### config.mk
export PLATFORM = sky130hd
export DESIGN_NAME = stop_mode_controller
export DESIGN_NICKNAME = d
export VERILOG_FILES = /design/src/stop_ctrl_pkg.sv /design/src/stop_mode_controller.sv
export VERILOG_INCLUDE_DIRS = /design/src
export SDC_FILE = /design/constraint.sdc
export NUM_CORES = 1
export LEC_CHECK = 0
export ABC_CLOCK_PERIOD_IN_PS = 2100
export BUFFER_PORTS_ARGS = -buffer_cell sky130_fd_sc_hd__buf_2
export CORE_ASPECT_RATIO = 1.2
export CORE_UTILIZATION = 45
export DETAILED_ROUTE_END_ITERATION = 10
export GPL_TIMING_DRIVEN = 0
export PLACE_DENSITY = 0.75
export SYNTH_ARGS = -nofsm -noshare
export SYNTH_HDL_FRONTEND = slang
export SYNTH_SLANG_ARGS = --single-unit
### constraint.sdc
create_clock -name mclk -period 2.1 [get_ports mclk]
set_input_delay 0.63 -clock mclk [delete_from_list [all_inputs] [get_ports mclk]]
set_output_delay 0.63 -clock mclk [all_outputs]
set_load 0.02 [all_outputs]
### src/stop_ctrl_defines.svh
// Register map, field positions and reset values of the stop-mode controller
`ifndef STOP_CTRL_DEFINES_SVH
`define STOP_CTRL_DEFINES_SVH

// Register offsets
`define ADDR_CTRL        4'h0
`define ADDR_CLK         4'h1
`define ADDR_STAT        4'h2

// Control register fields
`define CTRL_STOP_EN     0
`define CTRL_DBG_EN      1
`define CTRL_VD_EN       2
`define CTRL_VD_STOP_EN  3
`define CTRL_PPD         4
`define CTRL_RTC_DEEP    5
`define CTRL_LVR_EN      6
`define CTRL_HIGH_TRIP   7
`define CTRL_RESET       8'h44

// Clock source register fields
`define CLK_IRC_EN       0
`define CLK_IRC_STOP     1
`define CLK_ERC_EN       2
`define CLK_ERC_STOP     3
`define CLK_HIGH_RANGE   4
`define CLK_ADC_ASYNC    5
`define CLK_COMPARATOR_BG 6
`define CLK_RESET        8'h00

// Status register fields
`define STAT_FLAG        0
`define STAT_ACK         1
`define STAT_MODE_LO     2
`define STAT_LATCH       4

`endif

### src/stop_ctrl_pkg.sv
// Types shared by the stop-mode controller and its users
package stop_ctrl_pkg;

    typedef enum logic [1:0] {MODE_RUN, MODE_LIGHT, MODE_DEEP} stop_mode_t;

    typedef struct packed {
        logic [3:0] addr;
        logic [7:0] wdata;
        logic       wr;
        logic       rd;
    } bus_req_t;

    typedef struct packed {
        logic rtc;
        logic low_voltage_detector;
        logic analog_comparator;
        logic adc;
        logic sci;
        logic pin;
    } wake_src_t;

    typedef struct packed {
        logic bus_clk;
        logic cpu_clk;
        logic periph_clk;
        logic debug_clk;
        logic irc_keep;
        logic external_oscillator_keep;
    } clk_gate_t;

    typedef struct packed {
        logic regulator_full;
        logic adc_run;
        logic analog_comparator_run;
        logic core_off;
        logic state_retain;
        logic io_latched;
        logic lvr_en;
        logic high_trip;
    } power_t;

endpackage

### src/stop_mode_controller.sv
// Stop-mode entry, clock and power gating, wake and deep-stop recovery
//
// The address-and-strobe port and the address map were decided locally.
`timescale 1ns/100ps
`default_nettype none
`include "stop_ctrl_defines.svh"

module stop_mode_controller
    import stop_ctrl_pkg::*;
(
    input  wire logic       mclk,
    input  wire logic       rstn,
    input  wire bus_req_t   bus,
    output logic [7:0]      rdata,
    input  wire logic       stop_req,
    input  wire logic       reset_pin_n,
    input  wire wake_src_t  wake_in,
    input  wire logic       dbg_mem_cmd,
    input  wire logic       dbg_bg_cmd,
    input  wire logic [7:0] periph_pin_en,
    output logic [7:0]      pin_by_port,
    output clk_gate_t       clk_gate,
    output power_t          power,
    output logic            illegal_reset,
    output logic            reset_fetch,
    output logic            irq_fetch,
    output logic            por_reset,
    output logic            enter_background,
    output logic            dbg_mem_grant,
    output logic            dbg_stop_err
);

    stop_mode_t state;
    logic [7:0] ctrl;
    logic [7:0] clk_cfg;
    logic [7:0] cap_ctrl;
    logic [7:0] cap_clk;
    logic       recovery_flag;
    logic       io_latch;
    logic       pin_meta;
    logic       pin_sync_n;
    wake_src_t  wake_meta;
    wake_src_t  wake_sync;
    logic       in_light;
    logic       in_deep;
    logic       bg_wake;
    logic       light_irq;
    logic       light_wake;
    logic       deep_wake;
    logic       ack_write;

    // Mode picked from the control bits at the moment STOP completes
    function automatic stop_mode_t select_mode(input logic [7:0] c);
        stop_mode_t m;
        m = MODE_LIGHT;
        if (c[`CTRL_DBG_EN] || c[`CTRL_VD_STOP_EN]) begin
            m = MODE_LIGHT;
        end else if (c[`CTRL_PPD]) begin
            m = MODE_DEEP;
        end
        return m;
    endfunction

    // True when this access is a write to the given register
    function automatic logic reg_write(input bus_req_t b, input logic [3:0] a);
        return b.wr && (b.addr == a);
    endfunction

    // Two-flop synchronisers for pin and asynchronous wake sources
    always_ff @(posedge mclk) begin
        if (!rstn) begin
            pin_meta   <= 1'h1;
            pin_sync_n <= 1'h1;
            wake_meta  <= '0;
            wake_sync  <= '0;
        end else begin
            pin_meta   <= reset_pin_n;
            pin_sync_n <= pin_meta;
            wake_meta  <= wake_in;
            wake_sync  <= wake_meta;
        end
    end

    assign in_light = (state == MODE_LIGHT);
    assign in_deep  = (state == MODE_DEEP);

    assign bg_wake = in_light && dbg_bg_cmd && cap_ctrl[`CTRL_DBG_EN];

    assign light_irq  = in_light && (|wake_sync);
    assign light_wake = in_light && (!pin_sync_n || light_irq || bg_wake);

    // deep stop: pin, or counter when enabled
    assign deep_wake = in_deep && (!pin_sync_n ||
                       (wake_sync.rtc && cap_ctrl[`CTRL_RTC_DEEP]));

    assign ack_write = reg_write(bus, `ADDR_STAT) && bus.wdata[`STAT_ACK];

    // Mode sequencer; code 3 is illegal and falls back to run
    always_ff @(posedge mclk) begin
        if (!rstn) begin
            state <= MODE_RUN;
        end else begin
            unique case (state)
                MODE_RUN: begin
                    if (stop_req && ctrl[`CTRL_STOP_EN]) begin
                        state <= select_mode(ctrl);
                    end
                end
                MODE_LIGHT: begin
                    if (light_wake) begin
                        state <= MODE_RUN;
                    end
                end
                MODE_DEEP: begin
                    if (deep_wake) begin
                        state <= MODE_RUN;
                    end
                end
                default: begin
                    state <= MODE_RUN;
                end
            endcase
        end
    end

    // settings frozen for the stop period
    always_ff @(posedge mclk) begin
        if (!rstn) begin
            cap_ctrl <= `CTRL_RESET;
            cap_clk  <= `CLK_RESET;
        end else if (state == MODE_RUN && stop_req && ctrl[`CTRL_STOP_EN]) begin
            cap_ctrl <= ctrl;
            cap_clk  <= clk_cfg;
        end
    end

    // Control register; deep wake restores power-on values
    always_ff @(posedge mclk) begin
        if (!rstn) begin
            ctrl <= `CTRL_RESET;
        end else if (deep_wake) begin
            ctrl <= `CTRL_RESET;
        end else if (reg_write(bus, `ADDR_CTRL)) begin
            ctrl <= bus.wdata;
        end
    end

    // Clock source register
    always_ff @(posedge mclk) begin
        if (!rstn) begin
            clk_cfg <= `CLK_RESET;
        end else if (deep_wake) begin
            clk_cfg <= `CLK_RESET;
        end else if (reg_write(bus, `ADDR_CLK)) begin
            clk_cfg <= {1'h0, bus.wdata[6:0]};
        end
    end

    // Recovery flag; a wake in the acknowledge cycle keeps it set
    always_ff @(posedge mclk) begin
        if (!rstn) begin
            recovery_flag <= 1'h0;
        end else if (deep_wake) begin
            recovery_flag <= 1'h1;
        end else if (ack_write) begin
            recovery_flag <= 1'h0;
        end
    end

    // Pin control latch closes on deep entry, opens only on acknowledge
    always_ff @(posedge mclk) begin
        if (!rstn) begin
            io_latch <= 1'h0;
        end else if (state == MODE_RUN && stop_req && ctrl[`CTRL_STOP_EN]
                     && select_mode(ctrl) == MODE_DEEP) begin
            io_latch <= 1'h1;
        end else if (ack_write && !in_deep) begin
            io_latch <= 1'h0;
        end
    end

    // Register readback, valid the cycle after the read strobe
    always_ff @(posedge mclk) begin
        if (!rstn) begin
            rdata <= 8'h00;
        end else if (bus.rd) begin
            unique case (bus.addr)
                `ADDR_CTRL: rdata <= ctrl;
                `ADDR_CLK:  rdata <= clk_cfg;
                `ADDR_STAT: rdata <= {3'h0, io_latch, 2'(state), 1'h0, recovery_flag};
                default:    rdata <= 8'h00;
            endcase
        end else begin
            rdata <= 8'h00;
        end
    end

    // Reset and vector requests, one cycle each
    always_ff @(posedge mclk) begin
        if (!rstn) begin
            illegal_reset <= 1'h0;
            reset_fetch   <= 1'h0;
            irq_fetch     <= 1'h0;
            por_reset     <= 1'h0;
        end else begin
            illegal_reset <= (state == MODE_RUN) && stop_req && !ctrl[`CTRL_STOP_EN];
            reset_fetch   <= (in_light && !pin_sync_n) || deep_wake;
            irq_fetch     <= in_light && pin_sync_n && light_irq;
            por_reset     <= deep_wake;
        end
    end

    // Debug command answers; memory access never happens while stopped
    always_ff @(posedge mclk) begin
        if (!rstn) begin
            dbg_mem_grant    <= 1'h0;
            dbg_stop_err     <= 1'h0;
            enter_background <= 1'h0;
        end else begin
            dbg_mem_grant    <= dbg_mem_cmd && (state == MODE_RUN);
            dbg_stop_err     <= dbg_mem_cmd && (state != MODE_RUN);
            enter_background <= bg_wake || (dbg_bg_cmd && state == MODE_RUN);
        end
    end

    assign clk_gate.bus_clk    = (state == MODE_RUN);
    assign clk_gate.cpu_clk    = (state == MODE_RUN);
    assign clk_gate.periph_clk = (state == MODE_RUN);
    assign clk_gate.debug_clk  = (state == MODE_RUN) ||
                                 (in_light && cap_ctrl[`CTRL_DBG_EN]);
    assign clk_gate.irc_keep   = in_light && cap_clk[`CLK_IRC_EN] && cap_clk[`CLK_IRC_STOP];
    assign clk_gate.external_oscillator_keep = in_light && cap_clk[`CLK_ERC_EN] && cap_clk[`CLK_ERC_STOP]
                                 && (!cap_clk[`CLK_HIGH_RANGE] || cap_ctrl[`CTRL_VD_EN]);

    assign power.regulator_full = (state == MODE_RUN) || (in_light &&
                                  (cap_ctrl[`CTRL_DBG_EN] ||
                                  (cap_ctrl[`CTRL_VD_EN] && cap_ctrl[`CTRL_VD_STOP_EN])));
    assign power.adc_run      = in_light && cap_ctrl[`CTRL_VD_EN] && cap_clk[`CLK_ADC_ASYNC];
    assign power.analog_comparator_run = in_light && (!cap_clk[`CLK_COMPARATOR_BG] || cap_ctrl[`CTRL_VD_EN]);
    assign power.core_off     = in_deep;
    assign power.state_retain = in_light || in_deep;
    assign power.io_latched   = io_latch;
    assign power.lvr_en       = ctrl[`CTRL_LVR_EN];
    assign power.high_trip    = ctrl[`CTRL_HIGH_TRIP];

    // idle pins follow port registers once latches open
    assign pin_by_port = io_latch ? 8'h00 : ~periph_pin_en;

endmodule
`default_nettype wire

==> impl_results.md <==
- Final setup violation count: 0
- Crit path required time: 1470 ps
- Status: finished clean
- CTS Buf Count: 9
- Placer Congestion: 0.832
- CTS Hold Bufs: 0
- Initial antenna violation count: 0
- # rows: 27
- Synth-to-Final Area Change: 33.0%
- Initial Util: about 48%
- Antenna viol nets, final: 0
- TritonCTS clock tree: done
- Post-DP HPWL: roughly 3400 µm
- Critical R2R Capture: clk_cfg[1]
- Total Neg Setup Slack: 0 ps
- CTS clk-pin slew, worst paths: 60 ps
- Ant. Diodes: 0
- Residual DRC: 0
- Worst min-delay path startpoint: pin_meta
- Core area: ~4700 µm²
- CTS max path bufs: 2
- RSZ-0062 raised after global routing: false
- Post-layout util: between 60 and 70%
- Full die area: about 5200 µm²
- Root buf cell: clkbuf_8
- Max Clk Rate: 486 MHz
- FILL cells: approximately 400
- Period utilisation layout: a little over nine tenths
- Most common cell after layout, fill and taps aside: buf_2
- Drt initial violations: 80
- Vias in the first global route: between 1,500 and 2,000
- First-pass GRT wire length: between 7000 and 8000 µm
- Largest net degree at the start of global routing: 12
- R2R depth: 6
- Ports: 71
- Number of cells produced by synthesis: roughly 240
- Worst rel slew slack: between 60% and 70%
- DR vias: 1,915
- Hold crit path type: reg2reg
- LEAKAGE: 1.40 nW
- Post-synthesis sequential area ratio: 52.9%
- GRT Overall Usage: 20.5%
- Most frequent cells in the layout: buf_2 (72), dfxtp_1 (57), nor2_1 (36)
- Setup CP Type: reg2out
- Critical Path End Type: primary output
- Worst-skew pair later-pin latency: ~340 ps
- Worst-path cell chain: inv_4 -> ha_4 -> buf_4 -> a31o_2 -> buf_6
- Finished Layout Cells: slightly below 400
- Fin. Hold Viols: 0
- Critical Path Max Stage Delay: approximately 350 ps
- Min-Delay Endpoint: pin_sync_n
- R2R Setup Slk: ~510 ps
- CP startpoint kind: flip-flop
- Ys Warns: 0
- Yosys reg bits: about 60
- Dpl cells: approximately 370
- CP max-delay cell: dfxtp_2
- # nets final: 361
- IO buf count: 69
- Die X: between 60 and 70 µm
- RR Startpoint: state[1]
- Grt ovf: 0
- Maxcap violations: 0
- Mean Syn Cell Area: a little over 9 µm²
- Layout cells sized above 1: roughly a third
- Max VDD drop: 0.527 mV
- DRT Pass-1 Iters: 5
- Worst-Margin Slew: 464 ps
- Syn nets: approximately 280
- Final Skew: between 8 and 9 ps
- Library cells used by synthesis: 32
- Multi-input combinational cell area: between 900 and 1000 µm²
- Clock Sinks: around 60
- Hold path cells: 1
- WP data arrival: 1430 ps
- Max FO, Critical Path: 4
- Final min period: 2060 ps
- Die Y: ~79 µm
- PD cells: 910 nW/µm²
- Routed len/inst: 13.0 µm
- Routed WL: 5050 µm
- Slew Viols, Final: 0
- Synthesized cell area: roughly 2200 µm²
- Htree depth: 3
- FF+latch area: 1190 µm²
- Via density: a little under 5
flip-flops by register name, summed over array words and instances, names as in the netlist:
name	cells
recovery_flag	1
clk_cfg	7
state	2
wake_sync	6
pin_meta	1
ctrl	8
dbg_stop_err	1
wake_meta	6
dbg_mem_grant	1
io_latch	1
irq_fetch	1
illegal_reset	1
por_reset	1
rdata	8
enter_background	1
reset_fetch	1
cap_clk	7
pin_sync_n	1
cap_ctrl	4
layout make-up:
class                           count  share of cell area [%]
Timing Repair Buffer               75                    13.8
Tap cell                           58                    2.45
Buffer                             15                    3.08
Sequential cell                    59                    40.0
Clock buffer                       11                    5.10
Inverter                            4                   0.590
Clock inverter                      5                    2.53
Multi-Input combinational cell    160                    32.5
worst max path at each step:
stage	from	end	slack, ps
detailed placement	state[0]	power[7]	30
finish	state[1]	power[7]	40
global placement	state[0]	power[7]	50
floorplan	state[0]	power[7]	60
global route	state[1]	power[7]	4
CTS	state[0]	power[7]	30
timing repair:
action,in CTS,in global routing
hold endpoints to repair,0,0
setup endpoints to repair,6,2
resized for setup,10,3
pin swaps,3,1
buffers inserted,6,0
cell usage after synthesis:
library cell | n | area, µm²
dfxtp_1 | 59 | 1180
nor2_1 | 36 | 135
nand2_1 | 31 | 116
mux2i_1 | 24 | 240
a21oi_1 | 18 | 90.1
and2_1 | 12 | 75.1
nand3_1 | 7 | 35.0
buf_4 | 6 | 45.0
and3_1 | 5 | 31.3
buf_2 | 5 | 25.0
clkbuf_1 | 4 | 15.0
inv_1 | 4 | 15.0
nand2b_1 | 4 | 25.0
ha_1 | 3 | 37.5
nand4_1 | 2 | 12.5
nor3b_1 | 2 | 15.0
o21ai_0 | 2 | 10.0
a21boi_0 | 1 | 7.51
a21boi_1 | 1 | 7.51
a21o_1 | 1 | 7.51
a22oi_1 | 1 | 7.51
a31o_2 | 1 | 8.76
and2b_1 | 1 | 7.51
and3b_1 | 1 | 8.76
and4_1 | 1 | 8.76
and4b_1 | 1 | 10.0
buf_6 | 1 | 11.3
nand3_2 | 1 | 10.0
nand3b_1 | 1 | 7.51
nor3_2 | 1 | 10.0
nor4_1 | 1 | 6.26
o211ai_1 | 1 | 7.51
report_power, final:
part / internal (mW) / switching, mW / leakage, nW / total [mW]
registers: 1.15 / 0.0151 / 0.481 / 1.17
logic: 0.174 / 0.201 / 0.797 / 0.375
clock network: 0.726 / 0.432 / 0.119 / 1.16
total: 2.05 / 0.649 / 1.40 / 2.70
routing by layer:
metal  wire [µm]  global-route usage, %  vias to the layer above
met2        2540                   36.4                       63
met1        2120                   22.1                      877
li1            -                      -                      964
met5           0                      0                        -
met4         100                   10.9                        0
met3         288                   4.89                       11
critical path, delay by kind of cell, from the launching register on:
family / cells / cell delay [ps]
compound gates: 1 / 240
buf+inv: 3 / 330
flops: 1 / 350
fa+ha+maj: 1 / 170
logic make-up after synthesis:
group	Yosys count	synth area share, %
multiplexers	24	10.8
buffers and inverters	20	4.99
flip-flops	59	52.9
adder cells (fa/ha/maj)	3	1.68
AND/OR/NAND/NOR	107	23.1
AO/OA/AOI/OAI	26	6.56
per-stage QoR:
| step | instance area [µm²] | power, mW | hold slack (ps) | setup slack, ps |
|---|---|---|---|---|
| after floorplan | 2230 | 1.38 | 386 | 61.1 |
| after global placement | 2650 | 1.49 | 392 | 48.8 |
| after detailed placement | 2650 | 1.49 | 397 | 32.6 |
| after CTS | 2960 | 2.71 | 412 | 29.1 |
| after global routing | 2970 | 2.79 | 420 | 4.41 |
| final | 2970 | 2.70 | 408 | 43.7 |
No activity file was read; power rests on OpenSTA's default activity.
